File: config.mk
export PLATFORM = sky130hd
export DESIGN_NAME = bec_top
export DESIGN_NICKNAME = d
export VERILOG_FILES = /design/src/bec_event_match.v /design/src/bec_top.v
export VERILOG_INCLUDE_DIRS = /design/src /design/src/src
export SDC_FILE = /design/constraint.sdc
export NUM_CORES = 1
export LEC_CHECK = 0
export BUFFER_PORTS_ARGS = -buffer_cell sky130_fd_sc_hd__buf_2
export CAP_MARGIN = 5
export CORE_AREA = 2 2 175 177
export CTS_CLUSTER_DIAMETER = 80
export DETAILED_ROUTE_END_ITERATION = 8
export DIE_AREA = 0 0 177 179
export GPL_TIMING_DRIVEN = 0
export PLACE_DENSITY_LB_ADDON = 0.25
export SLEW_MARGIN = 10
export SYNTH_ARGS = -nofsm -noshare
export SYNTH_HDL_FRONTEND = slang
export SYNTH_SLANG_ARGS = --single-unit
File: constraint.sdc
create_clock -name clk_i -period 16.2 [get_ports clk_i]
set_clock_uncertainty 0.2 [all_clocks]
set_input_delay 3.24 -clock clk_i [delete_from_list [all_inputs] [get_ports clk_i]]
set_output_delay 3.24 -clock clk_i [all_outputs]
set_load 0.1 [all_outputs]
File: src/bec_defines.vh
// constants for the bus event count select block
`ifndef BEC_DEFINES_VH
`define BEC_DEFINES_VH
`define BEC_ADDR_W        4
`define BEC_OFF_SEL_A     4'h0
`define BEC_OFF_SEL_B     4'h1
`define BEC_OFF_CFG_0     4'h2
`define BEC_OFF_CFG_1     4'h3
`define BEC_OFF_CFG_2     4'h4
`define BEC_OFF_CFG_3     4'h5
`define BEC_OFF_CNT_0     4'h6
`define BEC_OFF_CNT_1     4'h7
`define BEC_OFF_CNT_2     4'h8
`define BEC_OFF_CNT_3     4'h9
`define BEC_SEL_HI        30
`define BEC_SEL_LO        25
`define BEC_MASK_HI       24
`define BEC_MASK_LO       9
`define BEC_CFG_SEL_HI    15
`define BEC_CFG_SEL_LO    13
`define BEC_CODE_B2B      6'h16
`define BEC_CODE_BNR      6'h08
`define BEC_CODE_SNOOP    6'h06
`define BEC_CODE_RESP     6'h04
`define BEC_CFG_BUS       3'h3
`define BEC_MASK_B2B      16'h007e
`define BEC_MASK_BNR      16'h0007
`define BEC_MASK_SNOOP    16'h00c4
`define BEC_MASK_RESP     16'h0306
`define BEC_SEL_RESET     32'h00000000
`define BEC_CFG_RESET     32'h00000000
`define BEC_UNMAPPED      32'h00000000
`endif

File: src/bec_event_match.v
// per-counter event matcher: select code, mask and counter routing
`timescale 1ns/10ps
`include "bec_defines.vh"
module bec_event_match
(
  input  wire [31:0] sel_reg_i,
  input  wire [31:0] cfg_reg_i,
  input  wire [15:0] b2b_i,
  input  wire [15:0] bnr_i,
  input  wire [15:0] snoop_i,
  input  wire [15:0] resp_i,
  output reg         hit_o
);
  wire [5:0]  code;
  wire [15:0] mask;
  wire [2:0]  cfg_sel;
  assign code    = sel_reg_i[`BEC_SEL_HI:`BEC_SEL_LO];
  assign mask    = sel_reg_i[`BEC_MASK_HI:`BEC_MASK_LO];
  assign cfg_sel = cfg_reg_i[`BEC_CFG_SEL_HI:`BEC_CFG_SEL_LO];

  always @*
  begin
    hit_o = 1'b0;
    if (cfg_sel == `BEC_CFG_BUS)
    begin
      case (code)
        `BEC_CODE_B2B:
          hit_o = |(b2b_i & mask & `BEC_MASK_B2B);
        `BEC_CODE_BNR:
          hit_o = |(bnr_i & mask & `BEC_MASK_BNR);
        `BEC_CODE_SNOOP:
          hit_o = |(snoop_i & mask & `BEC_MASK_SNOOP);
        `BEC_CODE_RESP:
          hit_o = |(resp_i & mask & `BEC_MASK_RESP);
        default:
          hit_o = 1'b0;
      endcase
    end
  end
endmodule // bec_event_match

File: src/bec_top.v
// bus event selection registers, counter config and four counters
// Notes on behaviour
// - code 16h counts back-to-back cycles, mask 1-6
// - code 08h counts bus-not-ready, mask 0-2
// - code 06h counts snoop hit-modified, mask 2,6,7
// - code 04h counts responses, mask 1,2,8,9
// - select a feeds 0,1; b feeds 2,3; cfg 03h
//
// Design decisions made here: the Avalon-MM interface to the registers and the register offsets.
`timescale 1ns/10ps
`include "bec_defines.vh"
module bec_top
(
  input  wire                   clk_i,
  input  wire                   reset_i,
  input  wire [`BEC_ADDR_W-1:0] avs_address_i,
  input  wire                   avs_read_i,
  input  wire                   avs_write_i,
  input  wire [31:0]            avs_writedata_i,
  output reg  [31:0]            avs_readdata_o,
  output reg                    avs_waitrequest_o,
  input  wire [15:0]            b2b_ev_i,
  input  wire [15:0]            bnr_ev_i,
  input  wire [15:0]            snoop_ev_i,
  input  wire [15:0]            resp_ev_i,
  output reg  [3:0]             count_pulse_o
);
  localparam ST_IDLE = 2'b01;
  localparam ST_DONE = 2'b10;

  reg  [31:0] bus_event_select_reg_a;
  reg  [31:0] bus_event_select_reg_b;
  reg  [31:0] cfg_reg [0:3];
  reg  [31:0] cnt_reg [0:3];
  reg  [1:0]  state;
  wire [3:0]  hit;
  reg  [31:0] next_readdata;
  integer     i;

  // a request gets one wait cycle, then completes
  always @(posedge clk_i or posedge reset_i)
  begin
    if (reset_i)
    begin
      state             <= ST_IDLE;
      avs_waitrequest_o <= 1'b1;
      avs_readdata_o    <= 32'h00000000;
    end
    else
    begin
      case (state)
        ST_IDLE:
        begin
          if (avs_read_i || avs_write_i)
          begin
            state             <= ST_DONE;
            avs_waitrequest_o <= 1'b0;
            avs_readdata_o    <= next_readdata;
          end
          else
          begin
            avs_waitrequest_o <= 1'b1;
          end
        end
        ST_DONE:
        begin
          state             <= ST_IDLE;
          avs_waitrequest_o <= 1'b1;
        end
        default:
        begin
          state             <= ST_IDLE;
          avs_waitrequest_o <= 1'b1;
        end
      endcase
    end
  end

  wire wr_take;
  assign wr_take = (state == ST_DONE) && avs_write_i;

  always @*
  begin
    next_readdata = `BEC_UNMAPPED;
    case (avs_address_i)
      `BEC_OFF_SEL_A: next_readdata = bus_event_select_reg_a;
      `BEC_OFF_SEL_B: next_readdata = bus_event_select_reg_b;
      `BEC_OFF_CFG_0: next_readdata = cfg_reg[0];
      `BEC_OFF_CFG_1: next_readdata = cfg_reg[1];
      `BEC_OFF_CFG_2: next_readdata = cfg_reg[2];
      `BEC_OFF_CFG_3: next_readdata = cfg_reg[3];
      `BEC_OFF_CNT_0: next_readdata = cnt_reg[0];
      `BEC_OFF_CNT_1: next_readdata = cnt_reg[1];
      `BEC_OFF_CNT_2: next_readdata = cnt_reg[2];
      `BEC_OFF_CNT_3: next_readdata = cnt_reg[3];
      default:        next_readdata = `BEC_UNMAPPED;
    endcase
  end

  always @(posedge clk_i or posedge reset_i)
  begin
    if (reset_i)
    begin
      bus_event_select_reg_a <= `BEC_SEL_RESET;
      bus_event_select_reg_b <= `BEC_SEL_RESET;
    end
    else if (wr_take)
    begin
      if (avs_address_i == `BEC_OFF_SEL_A)
        bus_event_select_reg_a <= avs_writedata_i;
      if (avs_address_i == `BEC_OFF_SEL_B)
        bus_event_select_reg_b <= avs_writedata_i;
    end
  end

  // counter registers: a write in the same cycle as an event wins
  always @(posedge clk_i or posedge reset_i)
  begin
    if (reset_i)
    begin
      for (i = 0; i < 4; i = i + 1)
      begin
        cfg_reg[i] <= `BEC_CFG_RESET;
        cnt_reg[i] <= 32'h00000000;
      end
      count_pulse_o <= 4'h0;
    end
    else
    begin
      count_pulse_o <= hit;
      for (i = 0; i < 4; i = i + 1)
      begin
        if (wr_take && (avs_address_i == `BEC_OFF_CFG_0 + i[3:0]))
          cfg_reg[i] <= avs_writedata_i;
        if (wr_take && (avs_address_i == `BEC_OFF_CNT_0 + i[3:0]))
          cnt_reg[i] <= avs_writedata_i;
        else if (hit[i])
          cnt_reg[i] <= cnt_reg[i] + 32'h00000001;
      end
    end
  end

  genvar g;
  generate
    for (g = 0; g < 4; g = g + 1)
    begin : g_match
      // counters 0,1 follow select a, counters 2,3 follow select b
      bec_event_match u_match
      (
        .sel_reg_i (g < 2 ? bus_event_select_reg_a
                          : bus_event_select_reg_b),
        .cfg_reg_i (cfg_reg[g]),
        .b2b_i     (b2b_ev_i),
        .bnr_i     (bnr_ev_i),
        .snoop_i   (snoop_ev_i),
        .resp_i    (resp_ev_i),
        .hit_o     (hit[g])
      );
    end
  endgenerate
endmodule // bec_top

# == After elaboration in Yosys (flattened, before gate mapping) ==
# Cells that the tools add are included.
# classes
add_sub_neg,4
mul,0
div,0
magnitude_cmp,0
n_eq_ne,24
shifts,0
mux,19
bitwise_logic,8
reduce_logical,26
# ops
operator,count
one-hot mux 32 bit (10 select lines),1
two-way mux 32 bit,8
adder 32 x 1 -> 32 bit (second input constant),4
== test 6 x 3 -> 1 bit (second input constant),4
AND 10 bit,2
AND 8 bit,2
== test 4 x 3 -> 1 bit (second input constant),4
AND 7 bit,2
== test 3 x 2 -> 1 bit (second input constant),4
== test 6 x 4 -> 1 bit (second input constant),2
== test 6 x 5 -> 1 bit (second input constant),2
OR reduction 3 bit,4
OR reduction 6 bit,2
logical AND 1 bit,9
== test 4 x 2 -> 1 bit (second input constant),2
== test 4 bit (second input constant),2
one-hot mux 1 bit (4 select lines),2
nonzero test 2 bit,4
OR reduction 4 bit,2
AND 3 bit,2
two-way mux 1 bit,6
AND reduction 2 bit,3
== test 4 x 1 -> 1 bit (second input constant),1
logical NOT 4 bit,1
other kinds (5),6
# word_totals
regBits,359
latchBits,0
ramBits,0
romBits,0
input_bits,104
output_inout_bits,37
elab_cells,95
n_memories,0

# == Logic depth before layout (Yosys ltp) ==
# logic_depth
ltp_word,6
mapped_depth,7
ltp_nobuf,7

# == By module ==
# From an unflattened synthesis, not the netlist that was laid out.
# hier_totals
hier_cells,1796
area_unflattened_um2,18750.5
# modules_own_cells
module,n_inst,cells_each,area_per_inst_um2,seq_area_each_um2
bec_top,1,1720,18179.9,8986.1
bec_event_match,4,19,142.6,0.0

# == Worst setup path after synthesis ==
# OpenSTA, ideal clock, no wires.
# synth_path
path_type,in2reg
from,input avs_address_i[1]
to,register bus_event_select_reg_b[10]
setup_time_ns,0.125
arrival_time_ns,4.839
required_time_ns,15.875
slack_ns,11.036
stages,6
cell_sequence,nand2b_1 > nor3_1 > and2_1 > clkbuf_1 > clkbuf_1 > mux2_2
# synth_between
elab_chain_cells,2
# synth_lines
element,line_no,rtl
start: declaration,bec_top.v:16,"input wire [`BEC_ADDR_W-1:0] avs_address_i,"
== test 4 x 1 -> 1 bit,-,
AND reduction 2 bit (no line),-,
end signal: assignment,bec_top.v:105,bus_event_select_reg_b <= `BEC_SEL_RESET;
end signal: assignment,bec_top.v:112,bus_event_select_reg_b <= avs_writedata_i;
end: declaration,bec_top.v:32,reg [31:0] bus_event_select_reg_b;
# No other way between the ends.
# A chain may end at the register's enable or synchronous reset.

# == Worst setup path after layout ==
# layout_path
from,input avs_address_i[0]
to,register avs_readdata_o[15]
# layout_between
elab_chain_cells,2
elab_cells_between_ends,11
# layout_lines
element,line_no,rtl
"== test 4 bit, or another cell as far along",bec_top.v:85,case (avs_address_i)
one-hot mux 32 bit (10 select lines) *,bec_top.v:85,
end signal: assignment,bec_top.v:58,avs_readdata_o <= next_readdata;
end: declaration,bec_top.v:20,"output reg [31:0] avs_readdata_o,"
# Mark *: on every way between the ends. The rest lies on a longest branch, timed or not.

==> impl_metrics.csv <==
group,metric,value,unit
run_status,outcome,"completed",
grt,grt_pass1_vias,14960,
die,io_pins,141,
clocking,post_cts_buffers,0,
timing,timing.fmax,157.3,MHz
timing,rsz0062_at_grt,"false",
timing,period_needed,6.355,ns
timing,finalCritPeriodShare,39.23,%
grt,grt.overflow.total,0,
placement,gp_congestion,1.033,
die,initial_utilization,59.84,%
worst_setup_path,worstSetupStartpointType,"primary input",
worst_setup_path,worst_path_most_repeated_cell,"clkbuf_1",
layout,finalInstanceArea,20150,um2
drt,drc_errors,0,
timing,slew_violations,0,
worst_setup_path,cp_slowest_stage_delay,0.97,ns
clocking,cts.htree.levels,2,
drt,vias,15360,
yosys,ys.warnings.count,0,
worst_setup_path,cp.arrival,6.62,ns
power_and_ir_drop,p_leak,8.591,nW
layout,n_antenna_cell,0,
layout,final_common_cell,"dfrtp_1",
yosys,synth.distinct_cells,52,
grt,track_usage,41.78,%
drt,dr.pass1.iters,8,
worst_setup_path,crit_slowest_cell,"clkbuf_1",
power_and_ir_drop,swShare,36.03,%
yosys,yosysSeqAreaShare,50.01,%
power_and_ir_drop,switching_power,1.093,mW
yosys,ys_ff_latch,359,
worst_setup_path,endpoint_kind,"register",
power_and_ir_drop,p_clk_share,29.9,%
yosys,syn_area,17970,um2
timing,finalSetupViolations,0,
layout,finalNonFillerCells,2191,
clocking,clk_pin_slew_worst_paths,0.06,ns
drt,finalWirelength,65300,um
power_and_ir_drop,power_frac_seq,45.9,%
clocking,cts_sinks,359,
worst_setup_path,crit_fanout,10,
clocking,cts.path.max_buffers,3,
power_and_ir_drop,power.internal,1.941,mW
clocking,cts-root-buf,"clkbuf_16",
clocking,cts_resized,0,
die,dieArea,31680,um2
layout,layout_common_cells,"dfrtp_1, mux2_2, nor2_1, a21oi_1, xnor2_1",
timing,fin_ws,9.845,ns
worst_setup_path,required,16.47,ns
die,rows,64,
grt,grt_pass1_wl,95960,um
placement,post-place-ws,9.506,ns
layout,utilization,67.10,%
timing,slew_headroom,8.403,%
placement,io_buffers,60,
die,die_h,179,um
layout,n_fill_cell,2373,
yosys,synthCells,1664,
layout,drive_gt1_share,19.89,%
power_and_ir_drop,comb_power_share,24.2,%
drt,ant_nets,0,
clocking,hold_buffers,0,
die,die-width,177,um
drt,vias_per_cell,7.009,
die,design.core.area,30030,um2
timing,worst_pin_slew,1.363,ns
clocking,cts_tree,"built",
drt,post_drt_wl_per_cell,29.80,um
power_and_ir_drop,ir_drop,111.3,uV
yosys,synth_area_per_cell,10.80,um2
placement,placedCellCount,2123,
worst_hold_path,hold_class,"register to register",
clocking,numCtsBuffers,38,
yosys,postSynthNetCount,1772,
drt,initialDrtViolationCount,2127,
timing,hold_viol,0,
placement,dp_hpwl,45590,um
grt,antenna_found_initial,0,
timing,setup-tns-final,0,ns
worst_setup_path,path_cells,"buf_2, nand2_1, nor3_1, clkbuf_1, clkbuf_1, a22oi_1, a31oi_1, a21o_1",
power_and_ir_drop,power_density,150.6,nW/um2
clocking,clk_latency,0.54,ns
layout,syn2layout_area_growth,12.14,%
placement,place_area,18860,um2
worst_setup_path,criticalPathCategory,"primary input to register",
grt,grt_max_degree,115,
layout,fin_nets,1875,
run,maxCapViolations,0,
==> per-layer routing <==
metal	wire length [um]	GRT usage [%]	up-vias
li1	-	-	6348
met4	4822	26.62	0
met3	7870	10.41	262
met1	24220	55.80	7635
met5	0	0	-
met2	28380	61.06	1112
==> cell families (layout without fill, tap and decap cells) <==
group	count (synthesis)	count (layout)	synth area share (%)
compound gates	379	379	14.83
xor+xnor	122	122	5.946
fa+ha+maj	4	4	0.2785
buf+inv	147	278	3.245
flops	359	359	50.01
mux	194	194	12.13
simple gates	459	459	13.56
==> worst paths after layout <==
check | depth (start not counted) | start | endpoint | slack, ns
worst max-delay path | 8 | avs_address_i[0] | avs_readdata_o[15] | 9.84
worst min-delay path | 1 | avs_readdata_o[21] | avs_readdata_o[21] | 0.27
worst max register to register | 7 | bus_event_select_reg_a[11] | cnt_reg[114] | 12.59
worst min register to register | 1 | avs_readdata_o[21] | avs_readdata_o[21] | 0.27
max in group asynchronous | 3 | reset_i | cfg_reg[101] | 12.31
min in group asynchronous | 2 | reset_i | avs_readdata_o[12] | 2.55
==> critical path, delay by kind of cell <==
kind	cells	cell delay (ns)
buffers and inverters	3	1.82
AO/OA/AOI/OAI	3	0.68
AND/OR/NAND/NOR	2	0.87
==> synthesized netlist by cell type, drive strengths merged <==
master	count	area, um2
dfrtp	357	8934
mux2	190	2140
nor2	169	634.4
a21oi	128	640.6
xnor2	116	1016
clkbuf	79	296.5
a221oi	64	560.5
a22o	64	560.5
buf	55	237.7
nand2	53	198.9
nand3	50	250.2
nor3	48	245.2
nor4	42	337.8
a22oi	40	300.3
a31oi	34	212.7
a21o	32	240.2
nand4	24	150.1
nor4b	16	202.7
inv	13	48.80
and3	12	75.07
nand3b	7	52.55
or3	7	48.80
and2	6	37.54
xor2	6	52.55
and4	5	43.79
o21ai	5	25.02
a211oi	4	40.03
a222oi	4	40.04
ha	4	50.05
mux2i	4	40.04
nand2b	4	25.02
nor3b	4	30.03
nand4b	3	26.28
or2	3	18.77
a2111oi	2	30.03
dfstp	2	52.55
o211ai	2	15.01
or4	2	18.77
or4bb	2	22.52
and3b	1	8.760
nor4bb	1	10.01
==> per-stage QoR <==
| step | power [mW] | hold WS, ns |
|---|---|---|
| after floorplan | 1.859 | 0.2590 |
| after global placement | 2.081 | 0.2530 |
| after detailed placement | 2.111 | 0.2603 |
| after CTS | 3.011 | 0.2750 |
| after global routing | 3.134 | 0.2973 |
| final | 3.035 | 0.2720 |
==> power by group through the flow <==
stage | clock, mW | sequential [mW] | combinational, mW
after floorplan | 0 | 1.46 | 0.404
after global placement | 0 | 1.38 | 0.698
after detailed placement | 0 | 1.39 | 0.719
after CTS | 0.908 | 1.38 | 0.723
after global routing | 0.945 | 1.41 | 0.775
final | 0.908 | 1.39 | 0.734
==> cell type report <==
| type | instances | area (um2) | area share, % |
|---|---|---|---|
| Multi-Input combinational cell | 1158 | 8413 | 41.75 |
| Sequential cell | 359 | 8986 | 44.59 |
| Buffer | 134 | 534.3 | 2.651 |
| Inverter | 13 | 56.30 | 0.2794 |
| Tap cell | 396 | 495.5 | 2.459 |
| Clock buffer | 58 | 1150 | 5.706 |
| Clock inverter | 10 | 132.6 | 0.6582 |
| Timing Repair Buffer | 63 | 382.9 | 1.900 |
(Power assumes the default switching activity.)
